===== src/bcr_regs_end.sv =====
// Spare file: holds no logic of the register bank


===== src/bcr_pkg.sv =====
// Package: register map, field layout, timing constants and carrier types
package bcr_pkg;

  // ---------------------------------------------------------------
  // Register indices (byte address is four times the index)
  // ---------------------------------------------------------------
  localparam logic [4:0] IDX_CONTROLLER_CONTROL = 5'h00;
  localparam logic [4:0] IDX_OPERATIONAL_CONDITION = 5'h01;
  localparam logic [4:0] IDX_CURRENT_BUS_COMMAND = 5'h02;
  localparam logic [4:0] IDX_INTERRUPT_ENABLE_MASK = 5'h03;
  localparam logic [4:0] IDX_INTERRUPT_PENDING_FLAGS = 5'h04;
  localparam logic [4:0] IDX_INTERRUPT_LOG_POINTER = 5'h05;
  localparam logic [4:0] IDX_SELF_TEST_RESULT = 5'h06;
  localparam logic [4:0] IDX_FRAME_TIMER_VALUE = 5'h07;
  localparam logic [4:0] IDX_COMMAND_BLOCK_POINTER = 5'h08;
  localparam logic [4:0] IDX_BLOCK_INIT_COUNT = 5'h0A;
  localparam int ADDR_IDX_LSB = 2;
  localparam int ADDR_IDX_MSB = 6;

  // ---------------------------------------------------------------
  // Control register fields
  // ---------------------------------------------------------------
  localparam int CTL_RUN = 15;
  localparam int CTL_SELF_TEST = 14;
  localparam int CTL_SOFT_RESET = 13;
  localparam int CTL_EXT_TIMER = 10;
  localparam int CTL_AUTO_STATUS = 9;
  localparam int CTL_BUFFER = 6;
  localparam int CTL_BROADCAST = 4;
  localparam int CTL_RETRY_ALT = 2;
  localparam int CTL_INT_LOG = 1;
  localparam logic [15:0] CTL_WRITE_MASK = 16'hE656;

  // ---------------------------------------------------------------
  // Operational condition fields
  // ---------------------------------------------------------------
  localparam int OPS_MODE_MSB = 9;
  localparam int OPS_MODE_LSB = 8;
  localparam int OPS_PROTOCOL = 7;
  localparam int OPS_LOCK = 6;
  localparam int OPS_AUTO_INIT = 5;
  localparam int OPS_EXECUTING = 3;
  localparam int OPS_READY = 1;
  localparam int OPS_ACTIVE = 0;

  localparam logic [15:0] REG_RESET = 16'h0000;
  localparam logic [1:0] MODE_BUS_CONTROLLER = 2'h0;
  localparam logic [1:0] MODE_REMOTE_TERMINAL = 2'h1;
  localparam logic [1:0] MODE_MONITOR = 2'h2;
  localparam logic [1:0] MODE_MONITOR_TERMINAL = 2'h3;
  localparam logic [4:0] BROADCAST_ADDRESS = 5'h1F;

  // ---------------------------------------------------------------
  // Timing
  // ---------------------------------------------------------------
  localparam int CLK_HZ = 25000000;
  localparam int SOFT_RESET_NS = 5000;
  localparam int SOFT_RESET_CYCLES = (SOFT_RESET_NS * (CLK_HZ / 1000000) + 999) / 1000;
  localparam int A_RESPONSE_US = 9;
  localparam int A_RESPONSE_CYCLES = A_RESPONSE_US * (CLK_HZ / 1000000);
  localparam int B_RESPONSE_US = 14;
  localparam int B_RESPONSE_CYCLES = B_RESPONSE_US * (CLK_HZ / 1000000);
  localparam int FRAME_TICK_DIV = 25;

  // ---------------------------------------------------------------
  // Types
  // ---------------------------------------------------------------
  typedef enum logic [4:0] {
    BCR_IDLE = 5'b00001,
    BCR_TEST = 5'b00010,
    BCR_RUN = 5'b00100,
    BCR_HALTING = 5'b01000,
    BCR_SRESET = 5'b10000
  } bcr_fsm_t;

  typedef struct packed {
    logic ext_timer_clock_en;
    logic buffer_mode_en;
    logic broadcast_en;
    logic retry_bus_alternate_en;
    logic interrupting_logging_spare;
    logic interrupt_logging_en;
    logic [1:0] operating_mode_select;
    logic protocol_variant_select;
    logic auto_status_word_switch;
    logic a_variant_timing;
    logic auto_transmit_status;
    logic bus_controller_mode;
    logic remote_terminal_mode;
    logic monitor_mode;
    logic [15:0] response_limit_cycles;
  } bcr_cfg_t;

  typedef struct packed {
    logic wr;
    logic rd;
    logic [4:0] idx;
    logic [15:0] wdata;
  } bcr_reg_access_t;

endpackage : bcr_pkg


===== src/bcr_ahb_front.sv =====
// AHB-Lite slave front end: one wait state, registered read data
`timescale 1ns/1ps
module bcr_ahb_front
(
  input wire logic ref_clk,
  input wire logic soft_reset_request,
  input wire logic hsel,
  input wire logic [31:0] haddr,
  input wire logic [1:0] htrans,
  input wire logic hwrite,
  input wire logic [2:0] hsize,
  input wire logic [31:0] hwdata,
  input wire logic hready,
  input wire logic [15:0] rdata,
  output logic hreadyout,
  output logic hresp,
  output logic [31:0] hrdata,
  output bcr_pkg::bcr_reg_access_t acc
);

  typedef struct packed {
    logic busy;
    logic write;
    logic mapped;
    logic [4:0] idx;
    logic readyout;
    logic [31:0] rd;
  } bcr_front_t;

  bcr_front_t st;
  bcr_front_t next_st;
  logic take;

  // Only whole-word transfers are decoded; other sizes behave as unmapped
  assign take = hsel & htrans[1] & hready;

  always_comb
  begin
    next_st = st;
    acc.wr = st.busy & st.write & st.mapped;
    acc.rd = st.busy & ~st.write & st.mapped;
    acc.idx = st.idx;
    acc.wdata = hwdata[15:0];
    if (st.busy)
    begin
      next_st.busy = 1'b0;
      next_st.readyout = 1'b1;
      next_st.rd = (st.mapped & ~st.write) ? {16'h0000, rdata} : 32'h0000_0000;
    end
    else if (take)
    begin
      next_st.busy = 1'b1;
      next_st.readyout = 1'b0;
      next_st.write = hwrite;
      next_st.mapped = (hsize == 3'h2) && (haddr[31:bcr_pkg::ADDR_IDX_MSB + 1] == '0)
        && (haddr[1:0] == 2'h0);
      next_st.idx = haddr[bcr_pkg::ADDR_IDX_MSB:bcr_pkg::ADDR_IDX_LSB];
    end
  end

  always_ff @(posedge ref_clk)
  begin
    if (soft_reset_request)
      st <= '{busy: 1'b0, write: 1'b0, mapped: 1'b0, idx: 5'h00, readyout: 1'b1,
              rd: 32'h0000_0000};
    else
      st <= next_st;
  end

  assign hreadyout = st.readyout;
  assign hresp = 1'b0;
  assign hrdata = st.rd;

endmodule : bcr_ahb_front


===== src/bcr_frame_tick.sv =====
// Minor frame counter tick: internal divider or external timer clock edges
`timescale 1ns/1ps
module bcr_frame_tick
#(
  parameter int DIV = bcr_pkg::FRAME_TICK_DIV
)
(
  input wire logic ref_clk,
  input wire logic soft_reset_request,
  input wire logic ext_timer_clock_en,
  input wire logic ext_timer_clock,
  output logic tick
);

  localparam int CW = (DIV > 1) ? $clog2(DIV) : 1;

  typedef struct packed {
    logic ext_prev;
    logic [CW-1:0] count;
    logic tick;
  } bcr_tick_t;

  bcr_tick_t st;
  bcr_tick_t next_st;

  initial
  begin
    if (DIV < 2)
      $error("bcr_frame_tick: DIV must be at least 2");
  end

  always_comb
  begin
    next_st = st;
    next_st.ext_prev = ext_timer_clock;
    next_st.tick = 1'b0;
    if (ext_timer_clock_en)
    begin
      // External clock is taken as synchronous; a rising edge is one tick
      next_st.count = '0;
      next_st.tick = ext_timer_clock & ~st.ext_prev;
    end
    else if (st.count == CW'(DIV - 1))
    begin
      next_st.count = '0;
      next_st.tick = 1'b1;
    end
    else
      next_st.count = st.count + CW'(1);
  end

  always_ff @(posedge ref_clk)
  begin
    if (soft_reset_request)
      st <= '0;
    else
      st <= next_st;
  end

  assign tick = st.tick;

endmodule : bcr_frame_tick


===== src/bcr_regs.sv =====
// Control and operational status registers of the bus controller
`timescale 1ns/1ps
module bcr_regs
#(
  parameter int SOFT_RESET_LEN = bcr_pkg::SOFT_RESET_CYCLES,
  parameter int A_LIMIT = bcr_pkg::A_RESPONSE_CYCLES,
  parameter int B_LIMIT = bcr_pkg::B_RESPONSE_CYCLES,
  parameter int TICK_DIV = bcr_pkg::FRAME_TICK_DIV
)
(
  input wire logic ref_clk,
  input wire logic soft_reset_request,
  // AHB-Lite
  input wire logic hsel,
  input wire logic [31:0] haddr,
  input wire logic [1:0] htrans,
  input wire logic hwrite,
  input wire logic [2:0] hsize,
  input wire logic [31:0] hwdata,
  input wire logic hready,
  output logic hreadyout,
  output logic hresp,
  output logic [31:0] hrdata,
  // Device pins
  input wire logic lock_n,
  input wire logic auto_init_enable_pin_n,
  input wire logic [1:0] pin_operating_mode_select,
  input wire logic pin_protocol_variant_select,
  input wire logic ext_timer_clock,
  input wire logic [4:0] terminal_address,
  output logic device_ready_out_n,
  output logic terminal_active_out_n,
  // Command engine side
  input wire logic opcode_done,
  input wire logic processing_done,
  input wire logic end_of_list_block,
  input wire logic [15:0] next_block_pointer,
  input wire logic self_test_done,
  input wire logic [15:0] self_test_word,
  input wire logic [15:0] current_command_word,
  input wire logic [15:0] pending_flags,
  input wire logic [15:0] frame_timer_count,
  output bcr_pkg::bcr_cfg_t cfg,
  output logic executing_flag,
  output logic self_test_active,
  output logic internal_reset,
  output logic address_is_broadcast,
  output logic frame_count_tick,
  output logic [15:0] interrupt_enable_mask,
  output logic [15:0] interrupt_log_pointer,
  output logic [15:0] command_block_pointer,
  output logic [15:0] block_init_count
);

  localparam int SRW = $clog2(SOFT_RESET_LEN + 1);

  // ---------------------------------------------------------------
  // State
  // ---------------------------------------------------------------
  typedef struct packed {
    bcr_pkg::bcr_fsm_t fsm;
    logic [15:0] controller_control;
    logic [2:0] op_written;
    logic op_valid;
    logic [15:0] interrupt_enable_mask;
    logic [15:0] interrupt_log_pointer;
    logic [15:0] self_test_result;
    logic [15:0] command_block_pointer;
    logic [15:0] block_init_count;
    logic [SRW-1:0] sr_count;
    logic lock_caught;
    logic lock_latched;
    logic ready;
    logic active;
    logic ready_n, active_n;
    logic broadcast31;
    bcr_pkg::bcr_cfg_t cfg;
  } bcr_regs_t;

  bcr_regs_t st;
  bcr_regs_t next_st;
  bcr_pkg::bcr_reg_access_t acc;
  logic [15:0] rdata;
  logic [15:0] opcond;
  logic pins_rule;
  logic [1:0] mode_eff;
  logic proto_eff;
  logic [15:0] ctl;

  initial
  begin
    if (SOFT_RESET_LEN < 1 || A_LIMIT < 1 || B_LIMIT < 1 || A_LIMIT > 65535 || B_LIMIT > 65535)
      $error("bcr_regs: timing parameters out of range");
  end

  // ---------------------------------------------------------------
  // Bus front end and frame tick
  // ---------------------------------------------------------------
  bcr_ahb_front u_front
  (
    .ref_clk(ref_clk),
    .soft_reset_request(soft_reset_request),
    .hsel(hsel),
    .haddr(haddr),
    .htrans(htrans),
    .hwrite(hwrite),
    .hsize(hsize),
    .hwdata(hwdata),
    .hready(hready),
    .rdata(rdata),
    .hreadyout(hreadyout),
    .hresp(hresp),
    .hrdata(hrdata),
    .acc(acc)
  );

  bcr_frame_tick #(.DIV(TICK_DIV)) u_tick
  (
    .ref_clk(ref_clk),
    .soft_reset_request(soft_reset_request),
    .ext_timer_clock_en(st.cfg.ext_timer_clock_en),
    .ext_timer_clock(ext_timer_clock),
    .tick(frame_count_tick)
  );

  // ---------------------------------------------------------------
  // Operational status view
  // ---------------------------------------------------------------
  // Until software writes the register, and always while locked, the pins rule
  assign pins_rule = ~lock_n | ~st.op_valid;
  assign mode_eff = pins_rule ? pin_operating_mode_select : st.op_written[2:1];
  assign proto_eff = pins_rule ? pin_protocol_variant_select : st.op_written[0];

  always_comb
  begin
    opcond = bcr_pkg::REG_RESET;
    opcond[bcr_pkg::OPS_MODE_MSB:bcr_pkg::OPS_MODE_LSB] = mode_eff;
    opcond[bcr_pkg::OPS_PROTOCOL] = proto_eff;
    opcond[bcr_pkg::OPS_LOCK] = st.lock_latched;
    opcond[bcr_pkg::OPS_AUTO_INIT] = ~auto_init_enable_pin_n;
    opcond[bcr_pkg::OPS_EXECUTING] = st.active;
    opcond[bcr_pkg::OPS_READY] = st.ready;
    opcond[bcr_pkg::OPS_ACTIVE] = st.active;
  end

  // ---------------------------------------------------------------
  // Read mux; unmapped indices read zero
  // ---------------------------------------------------------------
  always_comb
  begin
    unique case (acc.idx)
      bcr_pkg::IDX_CONTROLLER_CONTROL: rdata = st.controller_control;
      bcr_pkg::IDX_OPERATIONAL_CONDITION: rdata = opcond;
      bcr_pkg::IDX_CURRENT_BUS_COMMAND: rdata = current_command_word;
      bcr_pkg::IDX_INTERRUPT_ENABLE_MASK: rdata = st.interrupt_enable_mask;
      bcr_pkg::IDX_INTERRUPT_PENDING_FLAGS: rdata = pending_flags;
      bcr_pkg::IDX_INTERRUPT_LOG_POINTER: rdata = st.interrupt_log_pointer;
      bcr_pkg::IDX_SELF_TEST_RESULT: rdata = st.self_test_result;
      bcr_pkg::IDX_FRAME_TIMER_VALUE: rdata = frame_timer_count;
      bcr_pkg::IDX_COMMAND_BLOCK_POINTER: rdata = st.command_block_pointer;
      bcr_pkg::IDX_BLOCK_INIT_COUNT: rdata = st.block_init_count;
      default: rdata = bcr_pkg::REG_RESET;
    endcase
  end

  // ---------------------------------------------------------------
  // Next state
  // ---------------------------------------------------------------
  always_comb
  begin
    next_st = st;
    ctl = acc.wdata & bcr_pkg::CTL_WRITE_MASK;

    // Lock level is caught on the first edge after reset release
    if (!st.lock_caught)
    begin
      next_st.lock_caught = 1'b1;
      next_st.lock_latched = ~lock_n;
    end
    next_st.ready = st.lock_caught & (st.fsm != bcr_pkg::BCR_SRESET);

    // Plain register writes; the host keeps configuration still while running
    if (acc.wr)
    begin
      unique case (acc.idx)
        bcr_pkg::IDX_CONTROLLER_CONTROL:
        begin
          next_st.controller_control = ctl;
        end
        bcr_pkg::IDX_OPERATIONAL_CONDITION:
        begin
          if (lock_n)
          begin
            next_st.op_written = {acc.wdata[bcr_pkg::OPS_MODE_MSB:bcr_pkg::OPS_MODE_LSB],
                                  acc.wdata[bcr_pkg::OPS_PROTOCOL]};
            next_st.op_valid = 1'b1;
          end
        end
        bcr_pkg::IDX_INTERRUPT_ENABLE_MASK: next_st.interrupt_enable_mask = acc.wdata;
        bcr_pkg::IDX_INTERRUPT_LOG_POINTER: next_st.interrupt_log_pointer = acc.wdata;
        bcr_pkg::IDX_SELF_TEST_RESULT: next_st.self_test_result = acc.wdata;
        bcr_pkg::IDX_COMMAND_BLOCK_POINTER: next_st.command_block_pointer = acc.wdata;
        bcr_pkg::IDX_BLOCK_INIT_COUNT: next_st.block_init_count = acc.wdata;
        default:
        begin
        end
      endcase
    end

    unique case (st.fsm)
      bcr_pkg::BCR_IDLE:
      begin
        if (acc.wr && acc.idx == bcr_pkg::IDX_CONTROLLER_CONTROL)
        begin
          if (ctl[bcr_pkg::CTL_SELF_TEST])
          begin
            next_st.fsm = bcr_pkg::BCR_TEST;
            next_st.controller_control[bcr_pkg::CTL_RUN] = 1'b0;
          end
          else if (ctl[bcr_pkg::CTL_RUN])
          begin
            next_st.fsm = bcr_pkg::BCR_RUN;
          end
        end
      end
      bcr_pkg::BCR_TEST:
      begin
        if (self_test_done)
        begin
          next_st.fsm = bcr_pkg::BCR_IDLE;
          next_st.self_test_result = self_test_word;
          next_st.controller_control[bcr_pkg::CTL_SELF_TEST] = 1'b0;
        end
      end
      bcr_pkg::BCR_RUN:
      begin
        if (processing_done)
        begin
          next_st.fsm = bcr_pkg::BCR_IDLE;
          next_st.controller_control[bcr_pkg::CTL_RUN] = 1'b0;
        end
        else if (acc.wr && acc.idx == bcr_pkg::IDX_CONTROLLER_CONTROL
                 && !ctl[bcr_pkg::CTL_RUN])
        begin
          next_st.fsm = bcr_pkg::BCR_HALTING;
        end
      end
      bcr_pkg::BCR_HALTING:
      begin
        if (opcode_done || processing_done)
        begin
          next_st.fsm = bcr_pkg::BCR_IDLE;
          if (!end_of_list_block)
            next_st.command_block_pointer = next_block_pointer;
        end
      end
      bcr_pkg::BCR_SRESET:
      begin
        if (st.sr_count == SRW'(1))
          next_st.fsm = bcr_pkg::BCR_IDLE;
        next_st.sr_count = st.sr_count - SRW'(1);
      end
    endcase

    // Soft reset clears the registers a master reset would, except the lock catch; the frame tick divider and bus front end are not reset
    if ((st.fsm == bcr_pkg::BCR_SRESET) || (acc.wr && st.ready
        && acc.idx == bcr_pkg::IDX_CONTROLLER_CONTROL && ctl[bcr_pkg::CTL_SOFT_RESET]))
    begin
      next_st.controller_control = bcr_pkg::REG_RESET;
      next_st.op_written = '0;
      next_st.op_valid = 1'b0;
      next_st.interrupt_enable_mask = bcr_pkg::REG_RESET;
      next_st.interrupt_log_pointer = bcr_pkg::REG_RESET;
      next_st.self_test_result = bcr_pkg::REG_RESET;
      next_st.command_block_pointer = bcr_pkg::REG_RESET;
      next_st.block_init_count = bcr_pkg::REG_RESET;
      next_st.ready = 1'b0;
      if (st.fsm != bcr_pkg::BCR_SRESET)
      begin
        next_st.fsm = bcr_pkg::BCR_SRESET;
        next_st.sr_count = SRW'(SOFT_RESET_LEN);
      end
    end

    // Executing and active span run and halting until completion
    next_st.active = (next_st.fsm == bcr_pkg::BCR_RUN)
                     || (next_st.fsm == bcr_pkg::BCR_HALTING);
    next_st.active_n = ~next_st.active;
    next_st.ready_n = ~next_st.ready;

    // Configuration decode, registered for the engine
    next_st.cfg.ext_timer_clock_en = st.controller_control[bcr_pkg::CTL_EXT_TIMER];
    next_st.cfg.buffer_mode_en = st.controller_control[bcr_pkg::CTL_BUFFER];
    next_st.cfg.broadcast_en = st.controller_control[bcr_pkg::CTL_BROADCAST];
    next_st.cfg.retry_bus_alternate_en = st.controller_control[bcr_pkg::CTL_RETRY_ALT];
    next_st.cfg.interrupting_logging_spare = 1'b0;
    next_st.cfg.interrupt_logging_en = st.controller_control[bcr_pkg::CTL_INT_LOG];
    next_st.cfg.operating_mode_select = mode_eff;
    next_st.cfg.protocol_variant_select = proto_eff;
    next_st.cfg.auto_status_word_switch = st.controller_control[bcr_pkg::CTL_AUTO_STATUS];
    next_st.cfg.a_variant_timing = proto_eff;
    next_st.cfg.auto_transmit_status = proto_eff
      & st.controller_control[bcr_pkg::CTL_AUTO_STATUS];
    next_st.cfg.response_limit_cycles = proto_eff ? 16'(A_LIMIT) : 16'(B_LIMIT);
    next_st.cfg.bus_controller_mode = (mode_eff == bcr_pkg::MODE_BUS_CONTROLLER);
    next_st.cfg.remote_terminal_mode = (mode_eff == bcr_pkg::MODE_REMOTE_TERMINAL)
      || (mode_eff == bcr_pkg::MODE_MONITOR_TERMINAL);
    next_st.cfg.monitor_mode = (mode_eff == bcr_pkg::MODE_MONITOR)
      || (mode_eff == bcr_pkg::MODE_MONITOR_TERMINAL);
    // With broadcast off, address 31 is just another terminal
    next_st.broadcast31 = st.controller_control[bcr_pkg::CTL_BROADCAST]
      && (terminal_address == bcr_pkg::BROADCAST_ADDRESS);
  end

  // ---------------------------------------------------------------
  // Registers
  // ---------------------------------------------------------------
  always_ff @(posedge ref_clk)
  begin
    if (soft_reset_request)
    begin
      st <= '{fsm: bcr_pkg::BCR_IDLE, ready_n: 1'b1, active_n: 1'b1, default: '0};
    end
    else
      st <= next_st;
  end

  // ---------------------------------------------------------------
  // Outputs
  // ---------------------------------------------------------------
  assign cfg = st.cfg;
  assign executing_flag = st.active;
  assign self_test_active = (st.fsm == bcr_pkg::BCR_TEST);
  assign internal_reset = (st.fsm == bcr_pkg::BCR_SRESET);
  assign address_is_broadcast = st.broadcast31;
  assign device_ready_out_n = st.ready_n;
  assign terminal_active_out_n = st.active_n;
  assign interrupt_enable_mask = st.interrupt_enable_mask;
  assign interrupt_log_pointer = st.interrupt_log_pointer;
  assign command_block_pointer = st.command_block_pointer;
  assign block_init_count = st.block_init_count;

endmodule : bcr_regs


===== config.mk =====
export PLATFORM = sky130hd
export DESIGN_NAME = bcr_regs
export DESIGN_NICKNAME = d
export VERILOG_FILES = /design/src/bcr_regs_end.sv /design/src/bcr_pkg.sv /design/src/bcr_ahb_front.sv /design/src/bcr_frame_tick.sv /design/src/bcr_regs.sv
export SDC_FILE = /design/constraint.sdc
export NUM_CORES = 1
export LEC_CHECK = 0
export ABC_AREA = 1
export BUFFER_PORTS_ARGS = -buffer_cell sky130_fd_sc_hd__buf_4
export CAP_MARGIN = 40
export CORE_MARGIN = 1
export CORE_UTILIZATION = 50
export DETAILED_ROUTE_END_ITERATION = 10
export GPL_TIMING_DRIVEN = 1
export PLACE_DENSITY = 0.79
export SLEW_MARGIN = 20
export SYNTH_ARGS = -nofsm -noshare
export SYNTH_HDL_FRONTEND = slang
export SYNTH_HIERARCHICAL = 1
export SYNTH_SLANG_ARGS = --single-unit

===== constraint.sdc =====
create_clock -name ref_clk -period 4.4 [get_ports ref_clk]
set_clock_uncertainty 0.05 [all_clocks]
set_input_delay 0 -clock ref_clk [delete_from_list [all_inputs] [get_ports ref_clk]]
set_output_delay 0 -clock ref_clk [all_outputs]
set_load 0.01 [all_outputs]

==> results.py <==
metrics = {
    "placed_design": {
        "dp_hpwl_um": 21110,
        "place_congestion": 0.9151,
        "port_buffers": 262,
        "dp_worst_setup_slack_ps": 1851,
        "post-place-cells": 1501,
    },
    "setup_path": {
        "cp_num_buf_inv": 2,
        "crit_family": "simple AND/OR/NAND/NOR gates",
        "required_ps": 4730,
        "cpMostUsedCell": "nand2_2",
        "r2r_start": "u_front/acc[18]",
        "worst_path_largest_cell_delay_ps": 680,
        "r2r_end": "command_block_pointer[0]",
        "r2r_cells": 8,
        "reg2reg_slack_ps": 1130,
        "endpoint_kind": "flop",
        "crit_slowest_cell": "nor3_4",
        "arrival_ps": 3600,
        "worstSetupPathType": "flop to flop",
        "critical_path.max_fanout": 32,
        "critPathLaunchType": "flop",
        "path_cells": "inv_2 > nand2_2 > nor3_4 > nand2_2 > o21ai_0 > a21oi_1 > nor3_1 > dlygate4sd3_1",
    },
    "hold_path": {
        "worstHoldStart": "current_command_word[9]",
        "hold_path_class": "primary input to flop",
        "holdPathEnd": "u_front/hrdata[9]",
        "min_path_cells": 6,
    },
    "drt": {
        "drc": 0,
        "vias_per_cell": 5.535,
        "drtPass1Iterations": 5,
        "vias": 8989,
        "drtIter0Drc": 1110,
        "drt-total-wl_um": 29860,
        "wl_per_cell_um": 18.39,
        "ant_nets": 0,
    },
    "power": {
        "p_leak_nw": 5.217,
        "sw_frac_of_total_pct": 24.04,
        "p_seq_share_pct": 43.0,
        "ir_drop_mv": 0.3075,
        "switchingPower_mw": 0.8019,
        "power.internal_mw": 2.534,
        "p_comb_share_pct": 10.9,
        "clkPwrFrac_pct": 46.1,
        "power.density_nw_per_um2": 288.7,
    },
    "die": {
        "die_y_um": 136.8,
        "boundaryPins": 305,
        "die_w_um": 136.8,
        "dieArea_sq_um": 18720,
        "start_util_pct": 51.82,
        "core-area_sq_um": 17540,
        "rows": 48,
    },
    "global_route": {
        "grt_max_degree": 61,
        "grt_usage_pct": 31.85,
        "grt_antenna_before_repair": 0,
        "grt_pass1_vias": 8183,
        "overflow": 0,
        "grt_pass1_wl_um": 44460,
    },
    "clock_tree": {
        "clockRootBuffer": "clkbuf_16",
        "clk_pin_slew_ps": 60,
        "post_cts_buffers": 0,
        "cts_hold_buffers": 91,
        "numCtsBuffers": 17,
        "clock_latency_ps": 440,
        "numClockSinks": 156,
        "cts_buffer_depth": 2,
        "cts_resized": 0,
        "h-tree-depth": 4,
        "cts_tree": "built",
    },
    "synthesis": {
        "yosys_register_bits": 156,
        "synth_seq_area_share_pct": 34.37,
        "synthFlopType": "dfxtp_1",
        "synth_cell_types": 48,
        "synth_area_sq_um": 9087,
        "synth_area_per_cell_sq_um": 7.637,
        "synth_edf_count": 0,
        "yosys_warnings": 6,
        "async_flop_share_pct": 0,
        "synthCells": 1190,
    },
    "sta": {
        "fin_crit_sh_pct": 74.28,
        "worst_pin_slew_ps": 825.3,
        "rsz0062_at_grt": "false",
        "holdWs_ps": 30.62,
        "max_freq_mhz": 306.0,
        "period_needed_ps": 3268,
        "setup-tns-final_ps": 0,
        "hold_viol_final": 0,
        "relSlewSlack_pct": 44.80,
        "finalMaxSlewViolations": 0,
        "setup_viol": 0,
        "fin_ws_ps": 1132,
    },
    "layout": {
        "fin_cells": 1624,
        "final_common_cell": "buf_4",
        "mostFrequentLayoutCells": "267 x buf_4, 161 x nand2_1, 156 x dfxtp_1",
        "fin_nets": 1560,
        "drive_gt1_share_pct": 30.90,
        "synthToLayoutAreaGrowth_pct": 27.15,
    },
    "run": {
        "cap_viol_max_count": 0,
    },
    "outcome": {
        "status": "completed",
    },
}
-- cell usage after synthesis, types with 3 or more instances --
master / n / share of area (%)
nand4_1: 14 / 0.96
ha_1: 5 / 0.69
buf_2: 17 / 0.94
a21oi_1: 73 / 4.0
inv_2: 7 / 0.29
nand2_2: 7 / 0.48
buf_1: 3 / 0.12
nor2_4: 6 / 0.74
o21ai_0: 41 / 2.3
buf_6: 10 / 1.2
nor2_1: 122 / 5.0
nor2_2: 7 / 0.48
a221oi_1: 24 / 2.3
o21ai_2: 15 / 1.4
nor3_2: 28 / 3.1
clkbuf_1: 18 / 0.74
o21ai_1: 7 / 0.39
nor3_1: 10 / 0.55
nand3_1: 93 / 5.1
nand2_1: 161 / 6.7
dfxtp_1: 156 / 34
inv_1: 102 / 4.2
buf_4: 153 / 13
a21oi_2: 51 / 4.9
a22o_1: 11 / 1.1
a32o_1: 16 / 1.8
buf_8: 6 / 0.99
-- registers in the layout, indices dropped and copies added (netlist names), 13 cells and up --
signal and count:
block_init_count 16, cfg 13, command_block_pointer 16, interrupt_enable_mask 16, interrupt_log_pointer 16, st 35
u_front/hrdata 16
-- worst reg2reg max path, stage by stage (launching register included) --
cell and delay (ps):
dfxtp_1 380, inv_2 160, nand2_2 90, nor3_4 680
nand2_2 670, o21ai_0 390, a21oi_1 80, nor3_1 140
dlygate4sd3_1 560
-- per-stage QoR --
| stage | instance area [sq um] | util, % | total power, mW |
|---|---|---|---|
| 2_1_floorplan | 9174 | - | 1.636 |
| 3_3_place_gp | 9948 | 56.73 | 1.752 |
| 3_5_place_dp | 10030 | 57.21 | 1.756 |
| 4_1_cts | 11550 | 65.87 | 3.329 |
| 5_1_grt | 11550 | 65.87 | 3.423 |
| 6_report | 11550 | 65.89 | 3.335 |
-- power by group through the flow --
stage | combinational, mW | clock [mW] | sequential [mW]
after global placement | 0.286 | 0 | 1.47
after CTS | 0.352 | 1.54 | 1.43
after global routing | 0.383 | 1.60 | 1.44
after detailed placement | 0.290 | 0 | 1.47
after floorplan | 0.175 | 0 | 1.46
final | 0.362 | 1.54 | 1.43
-- per-layer routing --
metal	global-route usage (%)	wire, um
met5	0	0
met4	15.14	1176
met3	6.556	3006
met2	49.41	13680
met1	42.20	12000
-- kinds of logic after synthesis --
kind of cell	count (synthesis)	share of synthesized area, %
buffers and inverters	321	21.46
adders and majority gates	5	0.6884
xor gates and xnor gates	4	0.3856
AOI/OAI and AO/OA	243	18.57
DFF	156	34.37
and+or+nand+nor	458	24.33
other	2	0.08264
muxes	1	0.1102
-- worst max-delay path by stage --
stage                     depth (start not counted)  slack [ps]                        to       startpoint
after global routing                              8         920  command_block_pointer[0]  u_front/acc[18]
final                                             8        1130  command_block_pointer[0]  u_front/acc[18]
after CTS                                        10        1300  command_block_pointer[0]  u_front/acc[20]
after detailed placement                          9        1850                    st[77]  u_front/acc[20]
after global placement                            8        1860       block_init_count[1]  u_front/acc[18]
after floorplan                                  11        2720        u_front/hrdata[14]  u_front/acc[18]
-- area by class of cell --
| type | instances | area [sq um] |
|---|---|---|
| Fill cell | 1498 | 5982 |
| Multi-Input combinational cell | 736 | 4108 |
| Sequential cell | 156 | 3123 |
| Timing Repair Buffer | 362 | 3000 |
| Clock buffer | 21 | 470.5 |
| Inverter | 113 | 431.7 |
| Tap cell | 225 | 281.5 |
| Clock inverter | 10 | 137.6 |
| Antenna cell | 1 | 2.502 |
(Power assumes the default switching activity.)
